$ cat config.mk
export PLATFORM = sky130hd
export DESIGN_NAME = ped_regs
export DESIGN_NICKNAME = d
export VERILOG_FILES = /design/src/include/ped_pkg.sv /design/src/design/ped_regs.sv
export SDC_FILE = /design/constraint.sdc
export NUM_CORES = 1
export LEC_CHECK = 0
export BUFFER_PORTS_ARGS = -buffer_cell sky130_fd_sc_hd__buf_2
export CAP_MARGIN = 5
export CORE_ASPECT_RATIO = 1.75
export CORE_MARGIN = 5
export CORE_UTILIZATION = 39
export DETAILED_ROUTE_END_ITERATION = 6
export MAX_ROUTING_LAYER = met4
export PLACE_DENSITY = 0.6
export SYNTH_ARGS = -nofsm -noshare
export SYNTH_HDL_FRONTEND = slang
export SYNTH_SLANG_ARGS = --single-unit
$ cat constraint.sdc
create_clock -name clk_i -period 2.15 [get_ports clk_i]
set_clock_uncertainty 0.1 [all_clocks]
set_input_delay 0.215 -clock clk_i [delete_from_list [all_inputs] [get_ports clk_i]]
set_output_delay 0.215 -clock clk_i [all_outputs]
set_load 0.005 [all_outputs]
$ cat src/include/ped_pkg.sv
// Operation
// RL1 - Supply under/over voltage events, enables 7, 6
// RL2 - Over-temperature event bit 11, enable 3
// RL3 - Sleep mode change event, enable 2
// RL4 - Receive polarity change event, enable 1
// RL5 - One-hot violation event; bits 5-4 spare
// RL6 - PRBS lock loss sticky, write zero clears
// RL7 - Core normal power mode read-only bit
// RL8 - One-hot loopback select, bit 7 PCS digital
// RL9 - OAM acknowledge event, enable bit 7
// RL10 - OAM message pending clear event, enable 6
// RL11 - Power-on done event, enable resets to one
// RL12 - No frame detected event, enable 2
// RL13 - Wake request and low-power events
// RL14 - Strapped management address read-only, bits 4-0
// RL15 - Software cable test start, self clearing
// RL16 - Auto cable test on link down
// RL17 - Cable test done and fail, kept
// RL18 - Interrupt when enabled status bit set
// RL19 - Global interrupt enable and force bit
// RL20 - Interrupt polarity bit 3, default low
`default_nettype none
package ped_pkg;
   // Bus geometry: one register per 32-bit word, byte address = 4 * index
   localparam int unsigned PED_ADDR_W  = 8;
   localparam int unsigned PED_IDX_W   = 6;
   // Register indices
   localparam logic [5:0] PED_IDX_IRQ_CFG  = 6'h11;
   localparam logic [5:0] PED_IDX_SUPPLY   = 6'h13;
   localparam logic [5:0] PED_IDX_LOOPBACK = 6'h16;
   localparam logic [5:0] PED_IDX_LINKMGMT = 6'h18;
   localparam logic [5:0] PED_IDX_STRAP    = 6'h19;
   localparam logic [5:0] PED_IDX_CABLE    = 6'h1e;
   // Reset values
   localparam logic [15:0] PED_RST_IRQ_CFG  = 16'h000b;
   localparam logic [7:0]  PED_RST_SUP_EN   = 8'h00;
   localparam logic [7:0]  PED_RST_LNK_EN   = 8'h08;
   localparam logic [6:0]  PED_RST_LB_MODE  = 7'h00;
   // Writable bits of the interrupt configuration word (bit 7 read-only)
   localparam logic [15:0] PED_IRQ_CFG_WMASK = 16'hff7f;
   // Field positions in the interrupt configuration word
   localparam int unsigned PED_BIT_SELFCLR  = 11;
   localparam int unsigned PED_BIT_INT_POL  = 3;
   localparam int unsigned PED_BIT_FORCE    = 2;
   localparam int unsigned PED_BIT_INT_EN   = 1;
   // Status bytes sit in bits 15-8, enables in 7-0; bits 13-12 of status are reserved
   localparam logic [7:0]  PED_STATUS_MASK  = 8'hcf;
   // Loopback word fields
   localparam int unsigned PED_BIT_PRBS_LOSS = 10;
   localparam int unsigned PED_BIT_CORE_PWR  = 8;
   localparam int unsigned PED_BIT_DIG_LB    = 7;
   // Cable test word fields
   localparam int unsigned PED_BIT_CT_START  = 15;
   localparam int unsigned PED_BIT_CT_AUTO   = 14;
   localparam int unsigned PED_BIT_CT_DONE   = 1;
   localparam int unsigned PED_BIT_CT_FAIL   = 0;

   // Event pulses from the transceiver core, one cycle each
   typedef struct packed {
      logic under_volt;
      logic over_volt;
      logic over_temp;
      logic sleep_change;
      logic pol_change;
      logic not_one_hot;
      logic oam_ack;
      logic oam_msg_pending_clr;
      logic por_done;
      logic no_frame;
      logic wake_req;
      logic lps_event;
      logic prbs_lock_loss;
   } ped_events_t;

   // Whole register-bank state
   typedef struct packed {
      logic        waitreq;    // Avalon waitrequest
      logic [31:0] rdata;      // Avalon readdata
      logic [15:0] irq_cfg;    // Interrupt configuration word
      logic [7:0]  sup_st;     // Supply/thermal status byte
      logic [7:0]  sup_en;     // Supply/thermal enable byte
      logic [7:0]  lnk_st;     // Link management status byte
      logic [7:0]  lnk_en;     // Link management enable byte
      logic        prbs_loss;  // Sticky PRBS lock loss
      logic        dig_lb;     // PCS digital loopback enable
      logic [6:0]  lb_mode;    // One-hot loopback path
      logic        strap_ok;   // Strap already captured
      logic [4:0]  mgmt_addr;  // Captured strap address
      logic        ct_start;   // Cable test request pending
      logic        ct_auto;    // Auto-run on link down
      logic        ct_done;    // Cable test finished
      logic        ct_fail;    // Cable test failed
      logic        ct_pulse;   // Launch strobe to the cable tester
      logic        link_prev;  // Link level one cycle ago
      logic        irq_pin;    // Interrupt pin level after polarity
   } ped_state_t;
endpackage
`default_nettype wire

$ cat src/design/ped_regs.sv
`default_nettype none
module ped_regs
   import ped_pkg::*;
(
   input  wire logic                  clk_i,
   input  wire logic                  rst_n_i,
   // Avalon-MM slave
   input  wire logic [PED_ADDR_W-1:0] address_i,
   input  wire logic                  read_i,
   input  wire logic                  write_i,
   input  wire logic [31:0]           writedata_i,
   input  wire logic [3:0]            byteenable_i,
   output logic      [31:0]           readdata_o,
   output logic                       waitrequest_o,
   // Core side
   input  wire ped_events_t           events_i,
   input  wire logic                  core_normal_i,
   input  wire logic                  link_up_i,
   input  wire logic [4:0]            strapped_mgmt_address_i,
   input  wire logic                  cable_test_busy_i,
   input  wire logic                  cable_test_done_i,
   input  wire logic                  cable_test_fail_i,
   output logic                       cable_test_start_o,
   output logic [6:0]                 loopback_sel_o,
   output logic                       pcs_dig_loopback_o,
   output logic                       irq_pin_o
);

   ped_state_t s;        // Current state
   ped_state_t next_s;   // Next state

   logic [PED_IDX_W-1:0] idx;       // Word index of the access
   logic                 acc;       // Access completes this edge
   logic                 wr_acc;    // Write completes this edge
   logic                 rd_acc;    // Read completes this edge
   logic [15:0]          wmask;     // Byte lanes 0 and 1 as a bit mask
   logic [15:0]          wd;        // Low half of write data
   logic [7:0]           sup_evt;   // Supply/thermal events in status layout
   logic [7:0]           lnk_evt;   // Link management events in status layout
   logic [15:0]          rd_word;   // Value for a read set up this cycle
   logic                 irq_drive; // Interrupt asserted, before polarity

   assign idx = address_i[PED_ADDR_W-1:2];
   assign wd  = writedata_i[15:0];
   assign wmask = {{8{byteenable_i[1]}}, {8{byteenable_i[0]}}};

   // Access finishes at the edge where waitrequest is already low
   assign acc    = ~s.waitreq & (read_i | write_i);
   assign wr_acc = ~s.waitreq & write_i;
   assign rd_acc = ~s.waitreq & read_i;

   // Pack the events into their status-bit positions
   always_comb begin
      sup_evt = {events_i.under_volt, events_i.over_volt, 2'b00,            // RL1
                 events_i.over_temp,                                         // RL2
                 events_i.sleep_change,                                      // RL3
                 events_i.pol_change,                                        // RL4
                 events_i.not_one_hot};                                      // RL5
      lnk_evt = {events_i.oam_ack,                                           // RL9
                 events_i.oam_msg_pending_clr, 2'b00,                        // RL10
                 events_i.por_done,                                          // RL11
                 events_i.no_frame,                                          // RL12
                 events_i.wake_req, events_i.lps_event};                     // RL13
   end

   // Read multiplexer; unmapped words read as zero
   always_comb begin
      rd_word = 16'h0000;
      case (idx)
         PED_IDX_IRQ_CFG: begin
            rd_word = s.irq_cfg;
         end
         PED_IDX_SUPPLY: begin
            rd_word = {s.sup_st & PED_STATUS_MASK, s.sup_en};
         end
         PED_IDX_LOOPBACK: begin
            rd_word[PED_BIT_PRBS_LOSS] = s.prbs_loss;                        // RL6
            rd_word[PED_BIT_CORE_PWR]  = core_normal_i;                      // RL7
            rd_word[PED_BIT_DIG_LB]    = s.dig_lb;
            rd_word[6:0]               = s.lb_mode;
         end
         PED_IDX_LINKMGMT: begin
            rd_word = {s.lnk_st & PED_STATUS_MASK, s.lnk_en};
         end
         PED_IDX_STRAP: begin
            rd_word[4:0] = s.mgmt_addr;                                      // RL14
         end
         PED_IDX_CABLE: begin
            rd_word[PED_BIT_CT_START] = s.ct_start;
            rd_word[PED_BIT_CT_AUTO]  = s.ct_auto;
            rd_word[PED_BIT_CT_DONE]  = s.ct_done;                           // RL17
            rd_word[PED_BIT_CT_FAIL]  = s.ct_fail;
         end
         default: begin
            rd_word = 16'h0000;
         end
      endcase
   end

   // Interrupt request before polarity; force overrides the global enable
   always_comb begin
      irq_drive = s.irq_cfg[PED_BIT_FORCE] |                                 // RL19
                  (s.irq_cfg[PED_BIT_INT_EN] &                               // RL19
                   (|(s.sup_st & PED_STATUS_MASK & s.sup_en) |               // RL18
                    |(s.lnk_st & PED_STATUS_MASK & s.lnk_en)));              // RL18
   end

   // Next-state logic for the whole bank
   always_comb begin
      next_s = s;

      // Bus handshake: one wait cycle, then a single cycle with waitrequest low
      if (!s.waitreq) begin
         next_s.waitreq = 1'b1;
      end else if (read_i || write_i) begin
         next_s.waitreq = 1'b0;
         next_s.rdata   = {16'h0000, rd_word};
      end

      // Self-clearing reserved bit of the configuration word
      next_s.irq_cfg[PED_BIT_SELFCLR] = 1'b0;

      // Register writes, gated by byte lanes
      if (wr_acc) begin
         case (idx)
            PED_IDX_IRQ_CFG: begin
               next_s.irq_cfg = (s.irq_cfg & ~(wmask & PED_IRQ_CFG_WMASK)) |
                                (wd & wmask & PED_IRQ_CFG_WMASK);            // RL20
            end
            PED_IDX_SUPPLY: begin
               if (byteenable_i[0]) begin
                  next_s.sup_en = wd[7:0];                                   // RL1
               end
            end
            PED_IDX_LOOPBACK: begin
               if (byteenable_i[1] && !wd[PED_BIT_PRBS_LOSS]) begin
                  next_s.prbs_loss = 1'b0;                                   // RL6
               end
               if (byteenable_i[0]) begin
                  next_s.dig_lb  = wd[PED_BIT_DIG_LB];                       // RL8
                  next_s.lb_mode = wd[6:0];                                  // RL8
               end
            end
            PED_IDX_LINKMGMT: begin
               if (byteenable_i[0]) begin
                  next_s.lnk_en = wd[7:0];                                   // RL11
               end
            end
            PED_IDX_CABLE: begin
               if (byteenable_i[1]) begin
                  next_s.ct_auto = wd[PED_BIT_CT_AUTO];                      // RL16
                  if (wd[PED_BIT_CT_START]) begin
                     next_s.ct_start = 1'b1;                                 // RL15
                  end
               end
            end
            default: begin
               next_s.irq_cfg[PED_BIT_SELFCLR] = 1'b0;
            end
         endcase
      end

      // Reading an event word clears only the bits that it reported, so an event
      // landing between data capture and the end of the read is not lost
      if (rd_acc && idx == PED_IDX_SUPPLY) begin
         next_s.sup_st = s.sup_st & ~s.rdata[15:8];
      end
      if (rd_acc && idx == PED_IDX_LINKMGMT) begin
         next_s.lnk_st = s.lnk_st & ~s.rdata[15:8];
      end
      next_s.sup_st = next_s.sup_st | sup_evt;                               // RL1
      next_s.lnk_st = next_s.lnk_st | lnk_evt;                               // RL9
      if (events_i.prbs_lock_loss) begin
         next_s.prbs_loss = 1'b1;                                            // RL6
      end

      // Strap address caught once, on the first edge after reset release
      if (!s.strap_ok) begin
         next_s.strap_ok  = 1'b1;
         next_s.mgmt_addr = strapped_mgmt_address_i;                         // RL14
      end

      // Auto-run: a falling link level requests a measurement
      next_s.link_prev = link_up_i;
      if (s.ct_auto && s.link_prev && !link_up_i) begin
         next_s.ct_start = 1'b1;                                             // RL16
      end

      // Launch when the tester is idle; the request bit clears as it is taken
      next_s.ct_pulse = 1'b0;
      if (s.ct_start && !cable_test_busy_i && !s.ct_pulse) begin
         next_s.ct_pulse = 1'b1;
         next_s.ct_start = 1'b0;                                             // RL15
         next_s.ct_done  = 1'b0;                                             // RL17
         next_s.ct_fail  = 1'b0;                                             // RL17
      end else if (cable_test_done_i) begin
         next_s.ct_done = 1'b1;                                              // RL17
         next_s.ct_fail = cable_test_fail_i;                                 // RL17
      end

      // Pin level: polarity bit high means active low
      next_s.irq_pin = s.irq_cfg[PED_BIT_INT_POL] ? ~irq_drive : irq_drive;  // RL20
   end

   // State register; the interrupt pin idles high because polarity resets to low-active
   always_ff @(posedge clk_i or negedge rst_n_i) begin
      if (!rst_n_i) begin
         s           <= '0;
         s.waitreq   <= 1'b1;
         s.irq_cfg   <= PED_RST_IRQ_CFG;                                     // RL19
         s.sup_en    <= PED_RST_SUP_EN;
         s.lnk_en    <= PED_RST_LNK_EN;                                      // RL11
         s.lb_mode   <= PED_RST_LB_MODE;
         s.irq_pin   <= 1'b1;
      end else begin
         s <= next_s;
      end
   end

   // Outputs straight from state flops
   assign readdata_o         = s.rdata;
   assign waitrequest_o      = s.waitreq;
   assign cable_test_start_o = s.ct_pulse;
   assign loopback_sel_o     = s.lb_mode;
   assign pcs_dig_loopback_o = s.dig_lb;
   assign irq_pin_o          = s.irq_pin;

   // Unused upper write data and lanes are ignored by design
   logic unused_ok;
   assign unused_ok = &{1'b0, writedata_i[31:16], byteenable_i[3:2], acc};
endmodule
`default_nettype wire

==> metrics <==
met1 Use GR 0.188; Die Span X 86.1 um; max cap viols 0; mean post-synth cell area 11.9 sq um; Area Overhead vs Synth 20.5%; Clock H-tree levels 3; post-synthesis sequential area ratio 0.522; drt initial violations 151; drc violations 0; crit-path max FO 17; routability congestion estimate 0.858; R2R Setup Slk 380 ps; Final Cycle Share 0.822; Die ar. 0.0123 sq mm; GR peak layer met2; total number of vias 2837; status finished, final reports clean; HP Start strapped_mgmt_address_i[2]; core area 0.00991 sq mm; CTS resizes 0; initial core utilization 0.398; Final Setup Violations 0; Antenna Nets Post-Route 0; ant diodes 0; RSZ-0062 raised after global routing false; HP Class in -> reg; vias in the first global route 3014; Tmin final 1770 ps; CP Launch Type flop; Main synth FF type dfrtp_1; met2 Track Usage GR 0.312; share of cells above drive strength 1 0.392; CTS tree done; Synth area leader dfrtp_1; first-pass GRT wire length 15.8 mm; gr ovfl total 0; Hold Fails Final Rpt 0; DR WL/cell 18.5 um; io pins 114; Mapped Area 0.00395 sq mm; initial antenna violation count 0; final slew viol count 0; Post-synth top cells dfrtp_1 (76), mux2_2 (45), buf_4 (42), nand2_1 (24), a22oi_1 (16); fmax 566 MHz; worst reg2reg startpoint waitrequest_o; port bufs 77; reg2reg path depth 5; Post-DP HPWL 7.61 mm; non-filler instance count after layout 546; worst hold endpoint s[9]; Pre-antenna DRT Iters 7; asr flop ratio synth 1.00; Total GRT Usage 0.176; nature of the critical path endpoint flop; Critical Path AT 1880 ps; Leakage 0.00222 uW; Vias per Instance 5.20; capture point of the worst reg-to-reg path readdata_o[1]; worst IR drop on VDD 0.000479 V; Post-Synthesis Cells 333; total CTS buffers 9; WP data required 2260 ps; Die Ht 143 um; num rows 48; clk_lat worst skew 330 ps; Hold Path Cell Cnt 2; Inst Count DP 511; pwr/cell area 745 mW/mm^2; Clock Tree Buf Depth 2; Post-Route WL 10.1 mm; Crit Path Category reg -> reg; clock sinks 82; Clock Pin Slew Worst Setup and Hold Paths 60 ps; largest net degree at the start of global routing 59; Yosys top cell area share 0.482; post-synth cell types 43; Final nets 487; most numerous cell in the Yosys netlist dfrtp_1; met3 Use GR 0.0346; final setup TNS 0 ps; Clock Tree Root clkbuf_16; Area contributors post-synth dfrtp_1 (48%), mux2_2 (13%), buf_4 (8.0%), dfstp_2 (4.0%), a22oi_1 (3.0%); Yosys Warn Count 0; #FFs+latches synth 82; number of synthesized flops with an enable pin 0
[critical path, stage by stage, from the launching register on]
cell and delay, ps:
dfstp_2 540, o21a_1 150, inv_1 90, buf_4 210, a221o_1 280, o32a_1 280
[area by class of cell]
cell class                 count  area (sq um)
inverter                       3          11.3
timing repair buffer         110           696
fill                         958          5150
multi-input combinational    210          1560
sequential                    82          2060
tap                          125           156
clock buffer                  11           243
clock inverter                 5          30.0
[report_power, final]
group	switching (uW)	internal [uW]	total, uW
Clock	589	807	1400
Sequential	73.2	1650	1730
Combinational	214	207	421
[placed cells by master (no fill, tap or decap), types with 2 or more instances in the layout]
master / instances
dfrtp_1: 76
buf_2: 76
mux2_2: 45
nand2_1: 24
dlygate4sd3_1: 19
conb_1: 17
a22oi_1: 16
buf_4: 14
a21o_1: 13
nor2_1: 13
clkbuf_16: 9
a21oi_1: 8
mux2i_1: 8
o21ai_0: 6
dfstp_2: 6
nand2b_1: 5
and3_1: 5
a222oi_1: 5
a31oi_1: 5
nor3_1: 4
nor3b_1: 3
inv_1: 3
a2bb2oi_1: 3
a221oi_1: 3
clkinv_2: 3
nand3b_1: 2
or3b_4: 2
nor2b_1: 2
or4_1: 2
nand3_1: 2
nor3_4: 2
o21ai_1: 2
a221o_1: 2
o32a_1: 2
clkinvlp_4: 2
[per-stage QoR]
| stage | cell area [sq um] | setup WS (ps) | power (uW) | utilization | hold WS [ps] |
|---|---|---|---|---|---|
| final | 4760 | 382 | 3540 | 0.480 | 10.1 |
| after detailed placement | 4300 | 138 | 2160 | 0.434 | 49.5 |
| after floorplan | 4010 | 393 | 2000 | - | -181 |
| after global routing | 4760 | 280 | 3710 | 0.480 | 9.30 |
| after CTS | 4760 | 381 | 3590 | 0.480 | 1.10 |
| after global placement | 4300 | 167 | 2140 | 0.434 | 40.4 |
[how the worst max path moves through the flow]
stage / start / to / slack (ps)
3_5_place_dp: address_i[2] / flop / 140
4_1_cts: waitrequest_o / readdata_o[1] / 380
3_3_place_gp: address_i[2] / flop / 170
6_report: waitrequest_o / readdata_o[1] / 380
2_1_floorplan: address_i[2] / loopback_sel_o[0] / 390
5_1_grt: waitrequest_o / readdata_o[1] / 280
[cell families after synthesis]
kind of cell | count (synthesis) | share of synthesized area
and+or+nand+nor | 73 | 0.108
buffers and inverters | 56 | 0.0966
muxes | 53 | 0.149
xor gates and xnor gates | 1 | 0.00222
AOI/OAI and AO/OA | 66 | 0.121
DFF | 82 | 0.522
other | 2 | 0.00190
[layer usage]
| metal | wire length, um | up-vias |
|---|---|---|
| met1 | 3710 | 1421 |
| met3 | 519 | 17 |
| li1 | - | 1317 |
| met4 | 267 | 0 |
| met2 | 5590 | 82 |
| met5 | 0 | - |
[repair_timing]
action                    4_1_cts  5_1_grt
hold endpoints to repair       42        0
buffers inserted                0        0
hold buffers                   19        0
No activity file was read; power rests on OpenSTA's default activity.
